===== src/verilog/adcfc_defs.vh =====
// register map, field positions, reset values and timing counts of the
// converter start/result control block; definitions only
`ifndef ADCFC_DEFS_VH
`define ADCFC_DEFS_VH

`define ADCFC_ADDR_W 16
`define ADCFC_DATA_W 16
`define ADCFC_OFS_CTRL2 16'h7034
`define ADCFC_OFS_RES1 16'h7036
`define ADCFC_OFS_RES2 16'h7038
`define ADCFC_OFS_PATH 16'h703A

`define ADCFC_EVM_BIT 10
`define ADCFC_EXT_BIT 9
`define ADCFC_ST2_MSB 7
`define ADCFC_ST2_LSB 6
`define ADCFC_ST1_MSB 4
`define ADCFC_ST1_LSB 3
`define ADCFC_PS_MSB 2
`define ADCFC_PS_LSB 0
`define ADCFC_HOLD_BIT 0
`define ADCFC_RES_LSB 6

`define ADCFC_RST_EVM 1'b0
`define ADCFC_RST_EXT 1'b0
`define ADCFC_RST_PS 3'h0
`define ADCFC_RST_HOLD 1'b0
`define ADCFC_RST_DATA 16'h0000

`define ADCFC_ST_EMPTY 2'h0
`define ADCFC_ST_ONE 2'h1
`define ADCFC_ST_TWO 2'h2
`define ADCFC_ST_OVF 2'h3

// half periods of the prescaled clock, in system clocks, per divider code
`define ADCFC_HALF_DIV0 5'h02
`define ADCFC_HALF_DIV1 5'h03
`define ADCFC_HALF_DIV2 5'h04
`define ADCFC_HALF_DIV3 5'h05
`define ADCFC_HALF_DIV4 5'h06
`define ADCFC_HALF_DIV5 5'h08
`define ADCFC_HALF_DIV6 5'h0A
`define ADCFC_HALF_DIV7 5'h10
// 5.5 prescaled clocks = 11 half periods, sampling takes the first 2
`define ADCFC_HALVES_TOTAL 4'hB
`define ADCFC_HALVES_SAMPLE 4'h2

`endif


===== src/verilog/adcfc_ctrl.v =====
// converter start control, prescaler, result path and register port
// assumes the analog side presents stable results at the end of a
// conversion and a neighbouring block owns the first control register
//
// Functional notes
// - event-manager starts only when event mask set
// - rising external pin edge starts when enabled
// - masks and divider shadowed until conversion ends
// - reserved control bits ignore writes
// - bits 7-6 report converter two store
// - bits 4-3 report converter one store
// - two-deep store, overflow drops oldest
// - starts ORed, simultaneous second one queued
// - divider codes give 4..32
// - result left-justified, low six bits zero
// - result registers read-only, reset to zero
// - conversion lasts five and a half clocks
// - done flag set per conversion, cleared by one
`timescale 1ns/1ps
`default_nettype none
`include "adcfc_defs.vh"
module adcfc_ctrl #(
   parameter RES_W = 10,
   parameter BUF_DEPTH = 32,
   parameter BUF_PTR_W = 5
) (
   input wire CLK_IN,
   input wire RESET_N_IN,
   input wire CE_IN,
   input wire [`ADCFC_ADDR_W-1:0] ADDR_IN,
   input wire [`ADCFC_DATA_W-1:0] WDATA_IN,
   input wire WR_IN,
   input wire RD_IN,
   output reg [`ADCFC_DATA_W-1:0] RDATA_OUT,
   input wire SW_SOC_IN,
   input wire EV_SOC_IN,
   input wire EXT_SOC_PIN_IN,
   input wire CONV1_EN_IN,
   input wire CONV2_EN_IN,
   input wire INT_EN_IN,
   input wire FLAG_CLR_IN,
   input wire [RES_W-1:0] RESULT1_IN,
   input wire [RES_W-1:0] RESULT2_IN,
   output reg CONV_START_OUT,
   output reg CONV_CLK_OUT,
   output reg SAMPLE_OUT,
   output reg BUSY_OUT,
   output reg DONE_FLAG_OUT,
   output reg IRQ_OUT
);
   localparam BUF_W = 2 * RES_W + 2;
   localparam [1:0] ST_IDLE = 2'h0;
   localparam [1:0] ST_CONV = 2'h1;
   localparam [1:0] ST_PUSH = 2'h2;

   function [4:0] half_div;
      input [2:0] code;
      begin
         case (code)
            3'h0: half_div = `ADCFC_HALF_DIV0;
            3'h1: half_div = `ADCFC_HALF_DIV1;
            3'h2: half_div = `ADCFC_HALF_DIV2;
            3'h3: half_div = `ADCFC_HALF_DIV3;
            3'h4: half_div = `ADCFC_HALF_DIV4;
            3'h5: half_div = `ADCFC_HALF_DIV5;
            3'h6: half_div = `ADCFC_HALF_DIV6;
            default: half_div = `ADCFC_HALF_DIV7;
         endcase
      end
   endfunction

   function hit;
      input [`ADCFC_ADDR_W-1:0] addr;
      input [`ADCFC_ADDR_W-1:0] ofs;
      begin
         hit = (addr == ofs);
      end
   endfunction

   reg sh_evm_reg;
   reg sh_ext_reg;
   reg [2:0] sh_ps_reg;
   reg act_evm_reg;
   reg act_ext_reg;
   reg [2:0] act_ps_reg;
   reg hold_reg;
   reg ext_meta_reg;
   reg ext_sync_reg;
   reg ext_prev_reg;
   reg [1:0] state_reg;
   reg [1:0] state_next;
   reg pend_reg;
   reg pend_next;
   reg [4:0] tick_reg;
   reg [4:0] tick_next;
   reg [3:0] half_reg;
   reg [3:0] half_next;
   reg [1:0] en_reg;
   reg [1:0] en_next;
   reg [2*RES_W-1:0] cap_reg;
   reg [2*RES_W-1:0] cap_next;
   reg clk_next;
   reg start_now;
   reg done_set;
   reg done_next;
   wire ext_rise;
   wire [1:0] req_cnt;
   wire [2:0] total_cnt;
   wire any_en;
   wire buf_in_ready;
   wire buf_out_valid;
   wire [BUF_W-1:0] buf_out_data;
   wire drain;
   wire [1:0] pop;
   wire [1:0] store_push;
   wire [RES_W-1:0] head1;
   wire [RES_W-1:0] head2;
   wire [1:0] st1;
   wire [1:0] st2;

   // only the second and third stages feed the edge detector
   assign ext_rise = ext_sync_reg && !ext_prev_reg;
   assign req_cnt = {1'b0, SW_SOC_IN}
                  + {1'b0, EV_SOC_IN && act_evm_reg}
                  + {1'b0, ext_rise && act_ext_reg};
   assign total_cnt = {1'b0, req_cnt} + {2'b00, pend_reg};
   assign any_en = CONV1_EN_IN || CONV2_EN_IN;

   always @* begin
      state_next = state_reg;
      pend_next = pend_reg;
      tick_next = tick_reg;
      half_next = half_reg;
      en_next = en_reg;
      cap_next = cap_reg;
      clk_next = CONV_CLK_OUT;
      start_now = 1'b0;
      done_set = 1'b0;
      case (state_reg)
         ST_IDLE: begin
            clk_next = 1'b0;
            if (any_en && total_cnt != 3'h0) begin
               // sources are ORed; a second one waits its turn
               start_now = 1'b1;
               pend_next = (total_cnt >= 3'h2);
               state_next = ST_CONV;
               tick_next = 5'h00;
               half_next = 4'h0;
               clk_next = 1'b1;
               en_next = {CONV2_EN_IN, CONV1_EN_IN};
            end
         end
         ST_CONV: begin
            if (req_cnt != 2'h0) begin
               pend_next = 1'b1;
            end
            if (tick_reg == half_div(act_ps_reg) - 5'h01) begin
               tick_next = 5'h00;
               if (half_reg == `ADCFC_HALVES_TOTAL - 4'h1) begin
                  state_next = ST_PUSH;
                  clk_next = 1'b0;
                  cap_next = {RESULT2_IN, RESULT1_IN};
               end else begin
                  half_next = half_reg + 4'h1;
                  clk_next = !CONV_CLK_OUT;
               end
            end else begin
               tick_next = tick_reg + 5'h01;
            end
         end
         ST_PUSH: begin
            if (req_cnt != 2'h0) begin
               pend_next = 1'b1;
            end
            // a full buffer stalls the sequencer here
            if (buf_in_ready) begin
               state_next = ST_IDLE;
               done_set = 1'b1;
            end
         end
         default: begin
            state_next = ST_IDLE;
         end
      endcase
   end

   always @* begin
      done_next = DONE_FLAG_OUT;
      if (FLAG_CLR_IN) begin
         done_next = 1'b0;
      end
      if (done_set) begin
         done_next = 1'b1; // set beats a clear in the same cycle
      end
   end

   always @(posedge CLK_IN) begin
      if (!RESET_N_IN) begin
         state_reg <= ST_IDLE;
         pend_reg <= 1'b0;
         tick_reg <= 5'h00;
         half_reg <= 4'h0;
         en_reg <= 2'h0;
         cap_reg <= {(2*RES_W){1'b0}};
         ext_meta_reg <= 1'b0;
         ext_sync_reg <= 1'b0;
         ext_prev_reg <= 1'b0;
         CONV_START_OUT <= 1'b0;
         CONV_CLK_OUT <= 1'b0;
         SAMPLE_OUT <= 1'b0;
         BUSY_OUT <= 1'b0;
         DONE_FLAG_OUT <= 1'b0;
         IRQ_OUT <= 1'b0;
      end else if (CE_IN) begin
         state_reg <= state_next;
         pend_reg <= pend_next;
         tick_reg <= tick_next;
         half_reg <= half_next;
         en_reg <= en_next;
         cap_reg <= cap_next;
         ext_meta_reg <= EXT_SOC_PIN_IN;
         ext_sync_reg <= ext_meta_reg;
         ext_prev_reg <= ext_sync_reg;
         CONV_START_OUT <= start_now;
         CONV_CLK_OUT <= clk_next;
         SAMPLE_OUT <= (state_next == ST_CONV) && (half_next < `ADCFC_HALVES_SAMPLE);
         BUSY_OUT <= (state_next != ST_IDLE);
         DONE_FLAG_OUT <= done_next;
         IRQ_OUT <= done_next && INT_EN_IN;
      end
   end

   // shadow copies take writes at any time; active copies follow only
   // while no conversion runs, so a running one keeps its settings
   always @(posedge CLK_IN) begin
      if (!RESET_N_IN) begin
         sh_evm_reg <= `ADCFC_RST_EVM;
         sh_ext_reg <= `ADCFC_RST_EXT;
         sh_ps_reg <= `ADCFC_RST_PS;
         act_evm_reg <= `ADCFC_RST_EVM;
         act_ext_reg <= `ADCFC_RST_EXT;
         act_ps_reg <= `ADCFC_RST_PS;
         hold_reg <= `ADCFC_RST_HOLD;
      end else if (CE_IN) begin
         if (WR_IN && hit(ADDR_IN, `ADCFC_OFS_CTRL2)) begin
            // bits 15-11, 8, 5 and status bits are dropped
            sh_evm_reg <= WDATA_IN[`ADCFC_EVM_BIT];
            sh_ext_reg <= WDATA_IN[`ADCFC_EXT_BIT];
            sh_ps_reg <= WDATA_IN[`ADCFC_PS_MSB:`ADCFC_PS_LSB];
         end
         if (WR_IN && hit(ADDR_IN, `ADCFC_OFS_PATH)) begin
            hold_reg <= WDATA_IN[`ADCFC_HOLD_BIT];
         end
         if (state_next == ST_IDLE) begin
            act_evm_reg <= sh_evm_reg;
            act_ext_reg <= sh_ext_reg;
            act_ps_reg <= sh_ps_reg;
         end
      end
   end

   adcfc_buffer #(
      .WIDTH(BUF_W),
      .DEPTH(BUF_DEPTH),
      .PTR_W(BUF_PTR_W)
   ) u_buffer (
      .clk_in(CLK_IN),
      .rst_n_in(RESET_N_IN),
      .ce_in(CE_IN),
      .in_valid_in(state_reg == ST_PUSH),
      .in_ready_out(buf_in_ready),
      .in_data_in({en_reg, cap_reg}),
      .out_valid_out(buf_out_valid),
      .out_ready_in(!hold_reg),
      .out_data_out(buf_out_data)
   );

   // software may hold the drain so results gather in the buffer
   assign drain = buf_out_valid && !hold_reg;
   assign pop[0] = RD_IN && hit(ADDR_IN, `ADCFC_OFS_RES1);
   assign pop[1] = RD_IN && hit(ADDR_IN, `ADCFC_OFS_RES2);

   genvar gi;
   generate
      for (gi = 0; gi < 2; gi = gi + 1) begin : g_store
         wire [RES_W-1:0] head;
         wire [1:0] status;
         // disabled converters leave their store untouched
         assign store_push[gi] = drain && buf_out_data[2*RES_W+gi];
         adcfc_result_store #(
            .RES_W(RES_W)
         ) u_store (
            .clk_in(CLK_IN),
            .rst_n_in(RESET_N_IN),
            .ce_in(CE_IN),
            .push_in(store_push[gi]),
            .push_data_in(buf_out_data[gi*RES_W +: RES_W]),
            .pop_in(pop[gi]),
            .head_out(head),
            .status_out(status)
         );
      end
   endgenerate

   assign head1 = g_store[0].head;
   assign head2 = g_store[1].head;
   assign st1 = g_store[0].status;
   assign st2 = g_store[1].status;

   always @(posedge CLK_IN) begin
      if (!RESET_N_IN) begin
         RDATA_OUT <= `ADCFC_RST_DATA;
      end else if (CE_IN) begin
         RDATA_OUT <= `ADCFC_RST_DATA;
         if (RD_IN) begin
            case (ADDR_IN)
               `ADCFC_OFS_CTRL2: begin
                  RDATA_OUT[`ADCFC_EVM_BIT] <= sh_evm_reg;
                  RDATA_OUT[`ADCFC_EXT_BIT] <= sh_ext_reg;
                  RDATA_OUT[`ADCFC_ST2_MSB:`ADCFC_ST2_LSB] <= st2;
                  RDATA_OUT[`ADCFC_ST1_MSB:`ADCFC_ST1_LSB] <= st1;
                  RDATA_OUT[`ADCFC_PS_MSB:`ADCFC_PS_LSB] <= sh_ps_reg;
               end
               `ADCFC_OFS_RES1: begin
                  RDATA_OUT[`ADCFC_DATA_W-1:`ADCFC_RES_LSB] <= head1;
               end
               `ADCFC_OFS_RES2: begin
                  RDATA_OUT[`ADCFC_DATA_W-1:`ADCFC_RES_LSB] <= head2;
               end
               `ADCFC_OFS_PATH: begin
                  RDATA_OUT[`ADCFC_HOLD_BIT] <= hold_reg;
               end
               default: begin
                  RDATA_OUT <= `ADCFC_RST_DATA;
               end
            endcase
         end
      end
   end
endmodule
`default_nettype wire


===== src/verilog/adcfc_buffer.v =====
// parameterised show-ahead buffer between converter and result stores
// assumes one clock, synchronous active-low reset, clock enable
`timescale 1ns/1ps
`default_nettype none
module adcfc_buffer #(
   parameter WIDTH = 22,
   parameter DEPTH = 32,
   parameter PTR_W = 5
) (
   input wire clk_in,
   input wire rst_n_in,
   input wire ce_in,
   input wire in_valid_in,
   output wire in_ready_out,
   input wire [WIDTH-1:0] in_data_in,
   output wire out_valid_out,
   input wire out_ready_in,
   output wire [WIDTH-1:0] out_data_out
);
   reg [WIDTH-1:0] mem [0:DEPTH-1];
   reg [PTR_W-1:0] wr_ptr_reg;
   reg [PTR_W-1:0] rd_ptr_reg;
   reg [PTR_W:0] count_reg;
   reg [WIDTH-1:0] out_data_reg;
   reg out_valid_reg;
   wire push;
   wire load;

   // the head register is one of the DEPTH words, else the buffer holds one too many
   assign in_ready_out = ((count_reg + {{PTR_W{1'b0}}, out_valid_reg}) != DEPTH[PTR_W:0]);
   assign push = in_valid_in && in_ready_out;
   // the head lives in a register so reads never come straight off the array
   assign load = (count_reg != {(PTR_W+1){1'b0}}) && (!out_valid_reg || out_ready_in);
   assign out_valid_out = out_valid_reg;
   assign out_data_out = out_data_reg;

   always @(posedge clk_in) begin
      if (ce_in && push) begin
         mem[wr_ptr_reg] <= in_data_in;
      end
   end

   always @(posedge clk_in) begin
      if (!rst_n_in) begin
         wr_ptr_reg <= {PTR_W{1'b0}};
         rd_ptr_reg <= {PTR_W{1'b0}};
         count_reg <= {(PTR_W+1){1'b0}};
         out_data_reg <= {WIDTH{1'b0}};
         out_valid_reg <= 1'b0;
      end else if (ce_in) begin
         if (push) begin
            wr_ptr_reg <= (wr_ptr_reg == DEPTH[PTR_W-1:0] - 1'b1) ? {PTR_W{1'b0}}
                          : wr_ptr_reg + 1'b1;
         end
         if (load) begin
            out_data_reg <= mem[rd_ptr_reg];
            rd_ptr_reg <= (rd_ptr_reg == DEPTH[PTR_W-1:0] - 1'b1) ? {PTR_W{1'b0}}
                          : rd_ptr_reg + 1'b1;
            out_valid_reg <= 1'b1;
         end else if (out_ready_in) begin
            out_valid_reg <= 1'b0;
         end
         if (push && !load) begin
            count_reg <= count_reg + 1'b1;
         end else if (load && !push) begin
            count_reg <= count_reg - 1'b1;
         end
      end
   end
endmodule
`default_nettype wire


===== src/verilog/adcfc_result_store.v =====
// two-deep result store of one converter with its status code
// assumes one clock, synchronous active-low reset, clock enable
`timescale 1ns/1ps
`default_nettype none
`include "adcfc_defs.vh"
module adcfc_result_store #(
   parameter RES_W = 10
) (
   input wire clk_in,
   input wire rst_n_in,
   input wire ce_in,
   input wire push_in,
   input wire [RES_W-1:0] push_data_in,
   input wire pop_in,
   output wire [RES_W-1:0] head_out,
   output wire [1:0] status_out
);
   reg [RES_W-1:0] old_reg;
   reg [RES_W-1:0] new_reg;
   reg [1:0] status_reg;
   reg [RES_W-1:0] old_next;
   reg [RES_W-1:0] new_next;
   reg [1:0] status_next;

   assign head_out = old_reg;
   assign status_out = status_reg;

   always @* begin
      old_next = old_reg;
      new_next = new_reg;
      status_next = status_reg;
      case (status_reg)
         `ADCFC_ST_EMPTY: begin
            if (push_in) begin
               old_next = push_data_in;
               status_next = `ADCFC_ST_ONE;
            end
         end
         `ADCFC_ST_ONE: begin
            if (push_in && pop_in) begin
               old_next = push_data_in;
            end else if (push_in) begin
               new_next = push_data_in;
               status_next = `ADCFC_ST_TWO;
            end else if (pop_in) begin
               status_next = `ADCFC_ST_EMPTY;
            end
         end
         default: begin
            // full: a new result pushes the oldest out
            if (push_in) begin
               old_next = new_reg;
               new_next = push_data_in;
               status_next = pop_in ? `ADCFC_ST_TWO : `ADCFC_ST_OVF;
            end else if (pop_in) begin
               old_next = new_reg;
               status_next = `ADCFC_ST_ONE; // overflow mark goes with the read
            end
         end
      endcase
   end

   always @(posedge clk_in) begin
      if (!rst_n_in) begin
         old_reg <= {RES_W{1'b0}};
         new_reg <= {RES_W{1'b0}};
         status_reg <= `ADCFC_ST_EMPTY;
      end else if (ce_in) begin
         old_reg <= old_next;
         new_reg <= new_next;
         status_reg <= status_next;
      end
   end
endmodule
`default_nettype wire


===== config.mk =====
export PLATFORM = sky130hd
export DESIGN_NAME = adcfc_ctrl
export DESIGN_NICKNAME = d
export VERILOG_FILES = /design/src/verilog/adcfc_ctrl.v /design/src/verilog/adcfc_buffer.v /design/src/verilog/adcfc_result_store.v
export VERILOG_INCLUDE_DIRS = /design/src /design/src/verilog
export SDC_FILE = /design/constraint.sdc
export NUM_CORES = 1
export LEC_CHECK = 0
export CORE_MARGIN = 2
export CORE_UTILIZATION = 50
export DETAILED_ROUTE_END_ITERATION = 16
export DONT_BUFFER_PORTS = 1
export MAX_ROUTING_LAYER = met4
export PLACE_DENSITY_LB_ADDON = 0.1
export SLEW_MARGIN = 25
export SYNTH_ARGS = -nofsm -noshare
export SYNTH_HDL_FRONTEND = slang
export SYNTH_SLANG_ARGS = --single-unit

===== constraint.sdc =====
create_clock -name CLK_IN -period 3.9 [get_ports CLK_IN]
set_input_delay 0.39 -clock CLK_IN [delete_from_list [all_inputs] [get_ports CLK_IN]]
set_output_delay 0.39 -clock CLK_IN [all_outputs]
set_load 0.1 [all_outputs]

==> results of run 1 <==
[final timing paths]
kind                                             from                  end  slack, ns  cells after the start
worst max-delay path            u_buffer.count_reg[0]  u_buffer.mem[3][14]       0.60                     10
worst min-delay path                            CE_IN       CONV_START_OUT       0.07                      2
worst max register to register  u_buffer.count_reg[0]  u_buffer.mem[3][14]       0.60                     10
worst min register to register            act_ext_reg          act_ext_reg       0.46                      2
[routing by layer]
layer	part of all wire	routed length [um]	GRT usage	vias to the layer above
li1	-	-	-	8029
met1	0.44	35000	0.3287	9554
met2	0.49	39400	0.3849	524
met3	0.053	4218	0.03458	115
met4	0.021	1657	0.05728	0
met5	0	0	-	-
[synthesized netlist by cell type (all sizes together) (7+ instances only)]
library cell and number:
a21oi 72, and2 7, a31oi 9, ha 25, nor2 162, mux4 168, clkbuf 74, and3 9
inv 17, edfxtp 704, nand3 17, mux2i 149, nor3 13, o22ai 24, dfxtp 152, o21ai 42
o221ai 20, nand4 7, buf 43, xnor2 7, a211oi 57, nand2 92
[per-stage QoR]
stage / cell area, sq um / std cells / utilization / hold WS (ns) / setup slack (ns)
floorplan: 33830 / 1960 / - / 0.4301 / 0.9699
global placement: 35570 / 2816 / 0.5305 / 0.4392 / 0.6374
detailed placement: 35570 / 2816 / 0.5306 / 0.4489 / 0.6139
CTS: 38840 / 3012 / 0.5794 / 0.04294 / 0.5853
global route: 38860 / 3012 / 0.5797 / 0.05179 / 0.2994
finish: 38860 / 3012 / 0.5797 / 0.07208 / 0.5999
[area by class of cell]
type                            instances  area, sq um  share of cell area
Timing Repair Buffer                  135         1326             0.03413
Clock buffer                          115         2450             0.06304
Multi-Input combinational cell        969         9231              0.2375
Inverter                               18        70.07            0.001803
Tap cell                              873         1092             0.02811
Clock inverter                         46        471.7             0.01214
Sequential cell                       856        24220              0.6233
[logic make-up after synthesis]
logic type	after synthesis
xor+xnor	11
other cells	1
flops	856
buf+inv	135
fa+ha+maj	27
compound gates	259
simple gates	353
mux	318
[report_power, final]
group / total, mW / internal (mW) / switching (mW)
clock: 8.45 / 4.97 / 3.48
sequential: 10.2 / 9.92 / 0.261
combinational: 2.49 / 1.20 / 1.29
total: 21.1 / 16.1 / 5.03
==> impl_results.rst, run 1 <==
.. list-table::
   :header-rows: 1

   * - Metric
     - Value
   * - Result of the run
     - complete, no violations
   * - Placed wire-length estimate after detailed placement
     - 48,550 um
   * - Postcts setup bufs
     - 0
   * - Iteration count of the initial detailed-routing pass
     - 6
   * - # IOs
     - 86
   * - Number of buffers added to fix hold violations after cts
     - 35
   * - Final period util
     - 0.8462
   * - Endpoint kind of the worst setup timing path
     - flip-flop
   * - Synthesized-area fraction occupied by ao, oa, aoi and oai cells
     - 0.05045
   * - Slew Viols, Final
     - 0
   * - Number of fill cells in the layout
     - roughly 5,100
   * - Crit path buffers/inverters
     - 1
   * - Most frequent standard cell in the layout excluding fill and tap cells
     - sky130_fd_sc_hd__edfxtp_1
   * - Power per cell area
     - around 540 mW/mm^2
   * - Synth Net Count
     - about 2,100
   * - Multiplexer area fraction after synthesis
     - 0.1563
   * - Final hold violation count
     - 0
   * - Clk root buf
     - sky130_fd_sc_hd__clkbuf_16
   * - Starting density of the core
     - 0.5046
   * - Nets@finish
     - 2,160
   * - Distinct cell type count after synthesis
     - between 70 and 80
   * - Biggest area consumer among synthesized cells
     - sky130_fd_sc_hd__edfxtp_1
   * - H-tree lvl count
     - 3
   * - RSZ-0062 raised after global routing
     - no
   * - Antenna Nets Post-Route
     - 0
   * - EDFF count, synth
     - a little over 700
   * - Worst path max stage delay
     - 0.48 ns
   * - Xor-xnor portion of the synthesized cell area
     - 0.002848
   * - Final number of setup-violating endpoints
     - 0
   * - Static leakage
     - 11.13 nW
   * - Via count of the routed design
     - between 15,000 and 20,000
   * - Growth of design area from synthesis to finish
     - 14.89%
   * - Arrival time of data at the critical path endpoint
     - 3.63 ns
   * - Dominant combinational cell family by area after synthesis
     - multiplexers
   * - CTS clock-pin slew for the worst setup and hold paths
     - 0.06 ns
   * - Antenna violations before repair
     - 0
   * - Die W
     - 264.1 um
   * - Worst path slowest cell
     - sky130_fd_sc_hd__nand2_1
   * - Period minus WS final
     - 3.300 ns
   * - CTS tree
     - yes
   * - Max-cap violations
     - 0
   * - Endpoint required time on the critical path
     - approximately 4.2 ns
   * - Number of synthesized register bits
     - 856
   * - Wire length after detailed routing
     - 80,280 um
   * - Ys Warns
     - 0
   * - Kind of critical path
     - reg2reg
   * - Worst relative slew slack
     - 0.2895
   * - Transition time of the tightest slew-check pin
     - between 1 and 1.5 ns
   * - Count of port buffers added during placement
     - 0
   * - Area of the mapped netlist
     - between 0.03 and 0.04 sq mm
   * - Vertical die dimension
     - 264.1 um
   * - Largest fanout of any net on the critical path
     - 16
   * - Share of layout cells above drive strength 1
     - 0.2235
   * - Count of standard-cell rows
     - 95
   * - Worst clock skew
     - 0.02977 ns
   * - Sequential-to-total area share from yosys stat
     - 0.7149
   * - TritonCTS sink count
     - 856
   * - Accumulated negative setup slack
     - 0 ns
   * - Drc violations
     - 0
   * - First-pass GRT wire length
     - 118,900 um
   * - First DRT Iteration DRCs
     - 1,663
   * - Vias in the first global route
     - 18,381
   * - Quantity of gates resized following cts
     - 0
   * - Maximum operating frequency
     - just over 300 MHz
   * - Num CTS Buffers
     - 89
   * - RePlAce Congestion
     - roughly 0.8
   * - Area of the die
     - ~0.07 sq mm
   * - Dominant cells by area after synthesis
     - sky130_fd_sc_hd__edfxtp_1 (62%), sky130_fd_sc_hd__mux4_2 (11%), sky130_fd_sc_hd__dfxtp_1 (9.0%)
   * - Register containing the most flip-flops in the final layout
     - u_buffer.mem
   * - Post-Synth Adder-Cell Area
     - 0.01043
   * - Type of the worst min-delay path
     - in2reg
   * - Largest net degree at the start of global routing
     - a little over 80
   * - Post-synth top flop
     - sky130_fd_sc_hd__edfxtp_1
   * - Synthesized-area fraction occupied by and/or/nand/nor cells
     - 0.04842
   * - Antenna diode count
     - 0
   * - Top Family by Delay on Critical Path
     - simple AND/OR/NAND/NOR gates
   * - Type of element launching the critical path
     - flip-flop
   * - Maximum vdd ir drop
     - slightly below 0.0004 V
   * - Overall power
     - between 20 and 25 mW
   * - Portion of synthesized cell area occupied by the leading cell type
     - 0.6250
   * - Overall overflow remaining after global route
     - 0
   * - Cell breakdown of the critical path
     - ha_1 -> ha_1 -> nor2b_1 -> o22ai_1 -> nand3_1 -> nand2_1 -> nor2_1 -> nand2_1 -> nor2_4 -> buf_12
   * - Total Routing Usage GR
     - 0.2401
   * - Via count normalized by instance count
     - 6.050
   * - Commonest cells after routing, fill and taps aside
     - sky130_fd_sc_hd__edfxtp_1 (704), sky130_fd_sc_hd__mux4_2 (168), sky130_fd_sc_hd__mux2i_1 (149)
   * - Clock network latency to the later pin of the worst-skew pair
     - 0.66 ns
   * - Avg Synthesized Cell Area
     - ~17 sq um
   * - Area of the placeable core
     - approximately 0.067 sq mm
   * - Count of mapped cells out of synthesis
     - 1,960
   * - Wire length per cell after detailed routing
     - 26.65 um
   * - Max reg flops
     - 704
   * - Maximum buffer depth of the clock tree
     - 3
   * - Share of flip-flops with an asynchronous set or reset after synthesis
     - 0
No activity file was read; power rests on OpenSTA's default activity.
==> run 2: changes to the inputs <==
==> constraint.sdc (replaced) <==
create_clock -name CLK_IN -period 3.4 [get_ports CLK_IN]
set_input_delay 0.34 -clock CLK_IN [delete_from_list [all_inputs] [get_ports CLK_IN]]
set_output_delay 0.34 -clock CLK_IN [all_outputs]
set_load 0.1 [all_outputs]
==> run 2 against run 1 <==
Combinational power is 14% higher; final cell count rose by 0.40%; wire length rose by 0.82%; largest cell class unchanged; highest routed layer unchanged.
==> impl_results.rst, run 2 (synthesis gave the netlist of run 1 again) <==
.. list-table::
   :header-rows: 1

   * - Metric
     - Value
   * - Register-to-register setup slack
     - 0.26 ns (-0.34 ns)
   * - Worst clock skew
     - 0.02874 ns (-0.001026 ns)
   * - Worst setup slack after layout
     - 0.2602 ns (-0.3397 ns)
   * - Start point of the worst min-delay path
     - CE_IN
   * - Transition time of the tightest slew-check pin
     - 1.117 ns (+0.05236 ns)
   * - Register containing the most flip-flops in the final layout
     - u_buffer.mem
   * - # IOs
     - 86 (unchanged)
   * - Type of element launching the critical path
     - flip-flop
   * - Proportion of power drawn by combinational gates
     - 0.118 (about the same)
   * - Clock network latency to the later pin of the worst-skew pair
     - 0.64 ns (-0.02 ns)
   * - Maximum operating frequency
     - 318.5 MHz (+5.1%)
   * - Overall power
     - 24.01 mW (+14%)
   * - Non-filler instance count after layout
     - 3,024 (+0.40%)
   * - Vertical die dimension
     - 264.1 um (unchanged)
   * - Design area
     - 0.03882 sq mm (-0.11%)
   * - Area of the multi-input gates
     - 0.009231 sq mm (unchanged)
   * - Area of the die
     - 0.06975 sq mm (unchanged)
   * - Pre-CTS setup slack
     - 0.1299 ns (-0.4839 ns)
   * - Final core utilization
     - 0.5791 (-0.0006540)
   * - Endpoint kind of the worst setup timing path
     - flip-flop
   * - Overall overflow remaining after global route
     - 0 (unchanged)
   * - Met1 usage
     - 0.3310 (+0.002325)
   * - Worst path max stage delay
     - 0.57 ns (+0.09 ns)
   * - Drc violations
     - 0 (unchanged)
   * - RSZ-0062 raised after global routing
     - no
   * - Maximum vdd ir drop
     - 0.0004417 V (+11%)
   * - Vias in the first global route
     - 18,277 (-0.57%)
   * - Num CTS Buffers
     - 89 (unchanged)
   * - Accumulated negative setup slack
     - 0 ns (unchanged)
   * - Hold slack
     - 0.04235 ns (-0.02973 ns)
   * - Global Route met3 Usage
     - 0.04707 (+0.01249)
   * - Endpoint required time on the critical path
     - 3.95 ns (-0.28 ns)
   * - Placed inst area
     - 0.03555 sq mm (about the same)
   * - Wire length after detailed routing
     - 80,940 um (+0.82%)
   * - Via count of the routed design
     - 18,342 (+0.66%)
   * - Kind of critical path
     - reg2reg
   * - Worst path slowest cell
     - sky130_fd_sc_hd__nor4_4
   * - Total Routing Usage GR
     - 0.2420 (+0.001846)
   * - Final number of setup-violating endpoints
     - 0 (unchanged)
   * - Sw power
     - 5.751 mW (+14%)
   * - Max reg flops
     - 704 (unchanged)
   * - Placed wire-length estimate after detailed placement
     - 49,200 um (+1.3%)
   * - Antenna violations before repair
     - 0 (unchanged)
   * - Maximum buffer depth of the clock tree
     - 3 (unchanged)
   * - Count of standard-cell rows
     - 95 (unchanged)
   * - Slew Viols, Final
     - 0 (unchanged)
   * - Met2 track demand over resource in global routing
     - 0.3695 (-0.01543)
   * - Result of the run
     - complete, no violations
   * - Postcts setup bufs
     - 0 (unchanged)
   * - Area of the placeable core
     - 0.06704 sq mm (unchanged)
   * - Final hold violation count
     - 0 (unchanged)
   * - RePlAce Congestion
     - 0.8079 (-0.79%)
   * - CTS tree
     - yes
   * - H-tree lvl count
     - 3 (unchanged)
   * - Max-cap violations
     - 0 (unchanged)
   * - Layer with the highest usage
     - met2
   * - Via count normalized by instance count
     - 6.065 (+0.26%)
   * - Hold-critical path endpoint
     - half_reg[3]
   * - Hold path cells
     - 4 (+2)
   * - Static leakage
     - 11.15 nW (+0.17%)
   * - Clock share of power
     - 0.397 (-0.003)
   * - Largest net degree at the start of global routing
     - 85 (+2.4%)
   * - Worst r2r src
     - act_ps_reg[1]
   * - Arrival time of data at the critical path endpoint
     - 3.69 ns (+0.06 ns)
   * - Final period util
     - 0.9235 (+0.07729)
   * - Largest fanout of any net on the critical path
     - 10 (-6)
   * - First DRT Iteration DRCs
     - 1,672 (+0.54%)
   * - Nets@finish
     - 2,166 (+0.28%)
   * - Commonest cells after routing, fill and taps aside
     - sky130_fd_sc_hd__edfxtp_1 (704), sky130_fd_sc_hd__mux4_2 (168), sky130_fd_sc_hd__mux2i_1 (149)
   * - Total instance count after detailed placement
     - 2,823 (+0.25%)
   * - First-pass GRT wire length
     - 119,400 um (+0.45%)
   * - Worst relative slew slack
     - 0.2555 (-0.03394)
   * - TritonCTS sink count
     - 856 (unchanged)
   * - Reg area
     - 0.02422 sq mm (about the same)
   * - Power per cell area
     - 618.6 mW/mm^2 (+14%)
   * - Critical register-to-register path endpoint
     - act_ps_reg[0]
   * - Iteration count of the initial detailed-routing pass
     - 5 (-1)
   * - Internal power summed over all cells
     - 18.26 mW (+13%)
   * - Starting density of the core
     - 0.5046 (unchanged)
   * - R2R cell count
     - 10 (unchanged)
   * - Sequential cell fraction of total power
     - 0.485 (+0.003)
   * - Share of layout cells above drive strength 1
     - 0.2288 (+0.005368)
   * - Antenna Nets Post-Route
     - 0 (unchanged)
   * - Clk root buf
     - sky130_fd_sc_hd__clkbuf_16
   * - Number of fill cells in the layout
     - 5,052 (-0.16%)
   * - Growth of design area from synthesis to finish
     - 14.76%
   * - Cell breakdown of the critical path
     - inv_1 -> o21ai_0 -> ha_1 -> or3b_4 -> and3_4 -> nor4_4 -> a31oi_1 -> o21ai_2 -> nor3b_4 -> mux2i_1
   * - Count of port buffers added during placement
     - 0 (unchanged)
   * - Type of the worst min-delay path
     - in2reg
   * - Most frequent standard cell in the layout excluding fill and tap cells
     - sky130_fd_sc_hd__edfxtp_1
   * - Wire length per cell after detailed routing
     - 26.76 um (+0.42%)
   * - CTS clock-pin slew for the worst setup and hold paths
     - 0.06 ns (about the same)
   * - Die W
     - 264.1 um (unchanged)
   * - Period minus WS final
     - 3.140 ns (-0.1603 ns)
   * - Switching share of total power
     - 0.2395 (+0.001473)
-- run 2: final cells by class --
class,count,share of cell area
inverter,18,0.001805
clock inverter,51,0.01022
antenna,1,0.00006446
sequential,856,0.6240
tap,873,0.02814
multi-input combinational,969,0.2378
clock buffer,115,0.06475
timing repair buffer,141,0.03320
-- run 2: critical path: cells and delay by family (launching register included) --
| kind | cells | cell delay (ns) |
|---|---|---|
| buffers and inverters | 1 | 0.09 |
| AND/OR/NAND/NOR | 4 | 1.58 |
| flip-flops | 1 | 0.39 |
| AO/OA/AOI/OAI | 3 | 0.59 |
| adder cells (fa/ha/maj) | 1 | 0.18 |
| multiplexers | 1 | 0.24 |
-- run 2: how the worst max path moves through the flow --
stage / end / from / slack (ns)
floorplan: u_buffer.mem[28][0] / u_buffer.count_reg[0] / 0.47
global placement: u_buffer.count_reg[5] / u_buffer.count_reg[0] / 0.16
detailed placement: u_buffer.count_reg[5] / u_buffer.count_reg[0] / 0.13
CTS: u_buffer.count_reg[5] / u_buffer.count_reg[0] / 0.11
global route: u_buffer.count_reg[5] / u_buffer.count_reg[0] / 0.01
finish: act_ps_reg[0] / act_ps_reg[1] / 0.26
-- run 2: power groups by stage --
stage | registers, mW | logic (mW) | clock network [mW]
floorplan | 11.8 | 2.22 | 0
global placement | 11.8 | 2.83 | 0
detailed placement | 11.9 | 2.84 | 0
CTS | 11.6 | 2.89 | 9.70
global route | 11.7 | 3.10 | 10.1
finish | 11.6 | 2.84 | 9.54
-- run 2: repair_timing --
action	4_1_cts	5_1_grt
gates resized for setup	0	2
hold buffers	34	0
endpoints found under the setup margin	0	1
endpoints found under the hold margin	59	0
-- run 2: layer usage --
layer	up-vias	share of wire
met5	-	0
met4	0	0.031
met3	152	0.063
met2	550	0.47
met1	9586	0.43
li1	8054	-
==> run 3: changes to the inputs <==
--- a/config.mk
+++ b/config.mk
@@ -7,7 +7,7 @@
 export NUM_CORES = 1
 export LEC_CHECK = 0
 export CORE_MARGIN = 2
-export CORE_UTILIZATION = 50
+export CORE_UTILIZATION = 63
 export DETAILED_ROUTE_END_ITERATION = 16
 export DONT_BUFFER_PORTS = 1
 export MAX_ROUTING_LAYER = met4
==> run 3 against run 2 <==
Fmax shrank 0.44%; hold slack got worse by 0.0045 ns; final cell count down 6.2%; sequential share of layout area is 0.26 points higher; non-clock buffer count up 12; die area fell by 20%; sequential power hardly changed; first-iteration DRC count up 16%; core utilization up 15 points; sequential cell count stayed put; register-to-register slack hardly changed; global-route usage rose by 5.3 points; critical endpoint is now u_buffer.count_reg[5].
==> impl_results.rst, run 3 (synthesis gave the netlist of run 1 again) <==
.. list-table::
   :header-rows: 1

   * - Metric
     - Value
   * - Maximum buffer depth of the clock tree
     - 3 (unchanged)
   * - # IOs
     - 86 (unchanged)
   * - Final number of setup-violating endpoints
     - 0 (unchanged)
   * - Arrival time of data at the critical path endpoint
     - 3.67 ns (-0.02 ns)
   * - Accumulated negative setup slack
     - 0 ns (unchanged)
   * - Non-filler instance count after layout
     - 2,838 (-6.2%)
   * - Placed wire-length estimate after detailed placement
     - 46,660 um (-5.2%)
   * - Count of port buffers added during placement
     - 0 (unchanged)
   * - Transition time of the tightest slew-check pin
     - 0.9895 ns (-0.1272 ns)
   * - Antenna violations before repair
     - 1 (+1)
   * - Drc violations
     - 0 (unchanged)
   * - RePlAce Congestion
     - 0.8249 (+2.1%)
   * - Result of the run
     - complete, no violations
   * - First DRT Iteration DRCs
     - 1,938 (+16%)
   * - CTS clock-pin slew for the worst setup and hold paths
     - 0.06 ns (about the same)
   * - Type of the worst min-delay path
     - in2reg
   * - Commonest cells after routing, fill and taps aside
     - sky130_fd_sc_hd__edfxtp_1 (704), sky130_fd_sc_hd__mux4_2 (168), sky130_fd_sc_hd__mux2i_1 (149)
   * - TritonCTS sink count
     - 856 (unchanged)
   * - Wire length per cell after detailed routing
     - 27.57 um (+3.0%)
   * - Total instance count after detailed placement
     - 2,650 (-6.1%)
   * - Max reg flops
     - 704 (unchanged)
   * - Iteration count of the initial detailed-routing pass
     - 5 (unchanged)
   * - Via count of the routed design
     - 18,462 (+0.65%)
   * - RSZ-0062 raised after global routing
     - no
   * - Hold slack
     - 0.03781 ns (-0.004540 ns)
   * - Largest net degree at the start of global routing
     - 75 (-12%)
   * - Max-cap violations
     - 0 (unchanged)
   * - Final period util
     - 0.9275 (+0.004053)
   * - Growth of design area from synthesis to finish
     - 14.23%
   * - Register containing the most flip-flops in the final layout
     - u_buffer.mem
   * - Maximum vdd ir drop
     - 0.0006482 V (+47%)
   * - Clk root buf
     - sky130_fd_sc_hd__clkbuf_16
   * - Share of layout cells above drive strength 1
     - 0.2271 (-0.001755)
   * - Starting density of the core
     - 0.6399 (+0.1353)
   * - Pre-CTS setup slack
     - 0.2902 ns (+0.1602 ns)
   * - Overall overflow remaining after global route
     - 0 (unchanged)
   * - Wire length after detailed routing
     - 78,240 um (-3.3%)
   * - Via count normalized by instance count
     - 6.505 (+7.3%)
   * - Maximum operating frequency
     - 317.1 MHz (-0.44%)
   * - Worst setup slack after layout
     - 0.2464 ns (-0.01378 ns)
   * - Postcts setup bufs
     - 0 (unchanged)
   * - Area of the die
     - 0.05556 sq mm (-20%)
   * - Nets@finish
     - 2,175 (+0.42%)
   * - Slew Viols, Final
     - 0 (unchanged)
   * - H-tree lvl count
     - 3 (unchanged)
   * - Die W
     - 235.7 um (-11%)
   * - Period minus WS final
     - 3.154 ns (+0.01378 ns)
   * - Power per cell area
     - 616.4 mW/mm^2 (-0.36%)
   * - Count of standard-cell rows
     - 84 (-12%)
   * - Clock network latency to the later pin of the worst-skew pair
     - 0.63 ns (about the same)
   * - Worst relative slew slack
     - 0.3395 (+0.08392)
   * - Most frequent standard cell in the layout excluding fill and tap cells
     - sky130_fd_sc_hd__edfxtp_1
   * - Largest fanout of any net on the critical path
     - 5 (-5)
   * - First-pass GRT wire length
     - 116,100 um (-2.8%)
   * - Endpoint required time on the critical path
     - 3.92 ns (-0.03 ns)
   * - Vertical die dimension
     - 235.7 um (-11%)
   * - Static leakage
     - 11.18 nW (+0.23%)
   * - Type of element launching the critical path
     - flip-flop
   * - Final hold violation count
     - 0 (unchanged)
   * - Quantity of gates resized following cts
     - 0 (unchanged)
   * - CTS tree
     - yes
   * - Kind of critical path
     - reg2reg
   * - Area of the placeable core
     - 0.05287 sq mm (-21%)
   * - Num CTS Buffers
     - 86 (-3.4%)
   * - Antenna Nets Post-Route
     - 0 (unchanged)
   * - Worst clock skew
     - 0.01680 ns (-0.01194 ns)
   * - Vias in the first global route
     - 18,553 (+1.5%)
   * - Number of buffers added to fix hold violations after cts
     - 34 (unchanged)
   * - Total Routing Usage GR
     - 0.2951 (+0.05316)
   * - Endpoint kind of the worst setup timing path
     - flip-flop
==> run 3: cell count changes in the layout (fill, tap and decap cells not counted), sizes merged <==
cell / delta
clkinvlp: +2
bufinv: +5
inv: -1
clkinv: -6
clkbuf: -13
buf: +12
==> run 3: per-stage QoR <==
step	power, mW	area (sq um)	utilization
final	23.82	38640	0.7309
after global routing	24.64	38640	0.7309
after CTS	23.97	38630	0.7306
after detailed placement	14.69	35510	0.6717
after global placement	14.65	35510	0.6717
after floorplan	13.98	33830	-
==> run 3: worst paths after layout <==
kind	startpoint	to	slack [ns]	cells past startpoint
setup / recovery	u_buffer.count_reg[0]	u_buffer.count_reg[5]	0.25	17
hold / removal	CE_IN	CONV_START_OUT	0.04	2
setup reg to reg	u_buffer.count_reg[0]	u_buffer.count_reg[5]	0.25	17
hold reg to reg	cap_reg[12]	cap_reg[12]	0.46	2
==> run 3: worst max-delay path, stage by stage (launching register included) <==
cell	delay (ns)
sky130_fd_sc_hd__dfxtp_1	0.46
sky130_fd_sc_hd__ha_1	0.25
sky130_fd_sc_hd__ha_1	0.17
sky130_fd_sc_hd__inv_1	0.04
sky130_fd_sc_hd__o21ai_0	0.23
sky130_fd_sc_hd__nand3_1	0.14
sky130_fd_sc_hd__nand2_1	0.14
sky130_fd_sc_hd__inv_1	0.06
sky130_fd_sc_hd__ha_1	0.17
sky130_fd_sc_hd__inv_1	0.10
sky130_fd_sc_hd__ha_1	0.23
sky130_fd_sc_hd__a21o_1	0.17
sky130_fd_sc_hd__a21oi_1	0.22
sky130_fd_sc_hd__o21bai_1	0.09
sky130_fd_sc_hd__a21oi_1	0.18
sky130_fd_sc_hd__xnor2_1	0.14
sky130_fd_sc_hd__nand2_1	0.10
sky130_fd_sc_hd__mux2i_1	0.16
==> run 3: final cells by class <==
cell class              count  area (sq um)
flip-flops and latches    856         24210
fillers                  3129         14220
multi-input cells         969          9176
clock buffers             102          2286
repair buffers            153          1541
well taps                 688         860.8
clock inverters            51         489.2
inverters                  18         70.07
diodes                      1         2.502
==> run 3: report_power, final <==
| part | total [mW] | leakage, nW | switching, mW | internal (mW) |
|---|---|---|---|---|
| Sequential | 11.7 | 6.67 | 0.297 | 11.4 |
| Combinational | 2.80 | 3.14 | 1.45 | 1.36 |
| Clock | 9.34 | 1.36 | 3.86 | 5.47 |
| Total | 23.8 | 11.2 | 5.61 | 18.2 |
==> run 3: layer usage <==
layer  share of wire  GRT usage  up-vias  wire length, um
li1                -          -     8064                -
met2            0.49     0.4681      862            38690
met3           0.094    0.06637      138             7350
met5               0          -        -                0
met1            0.39     0.3929     9398            30350
met4           0.024    0.07759        0             1849
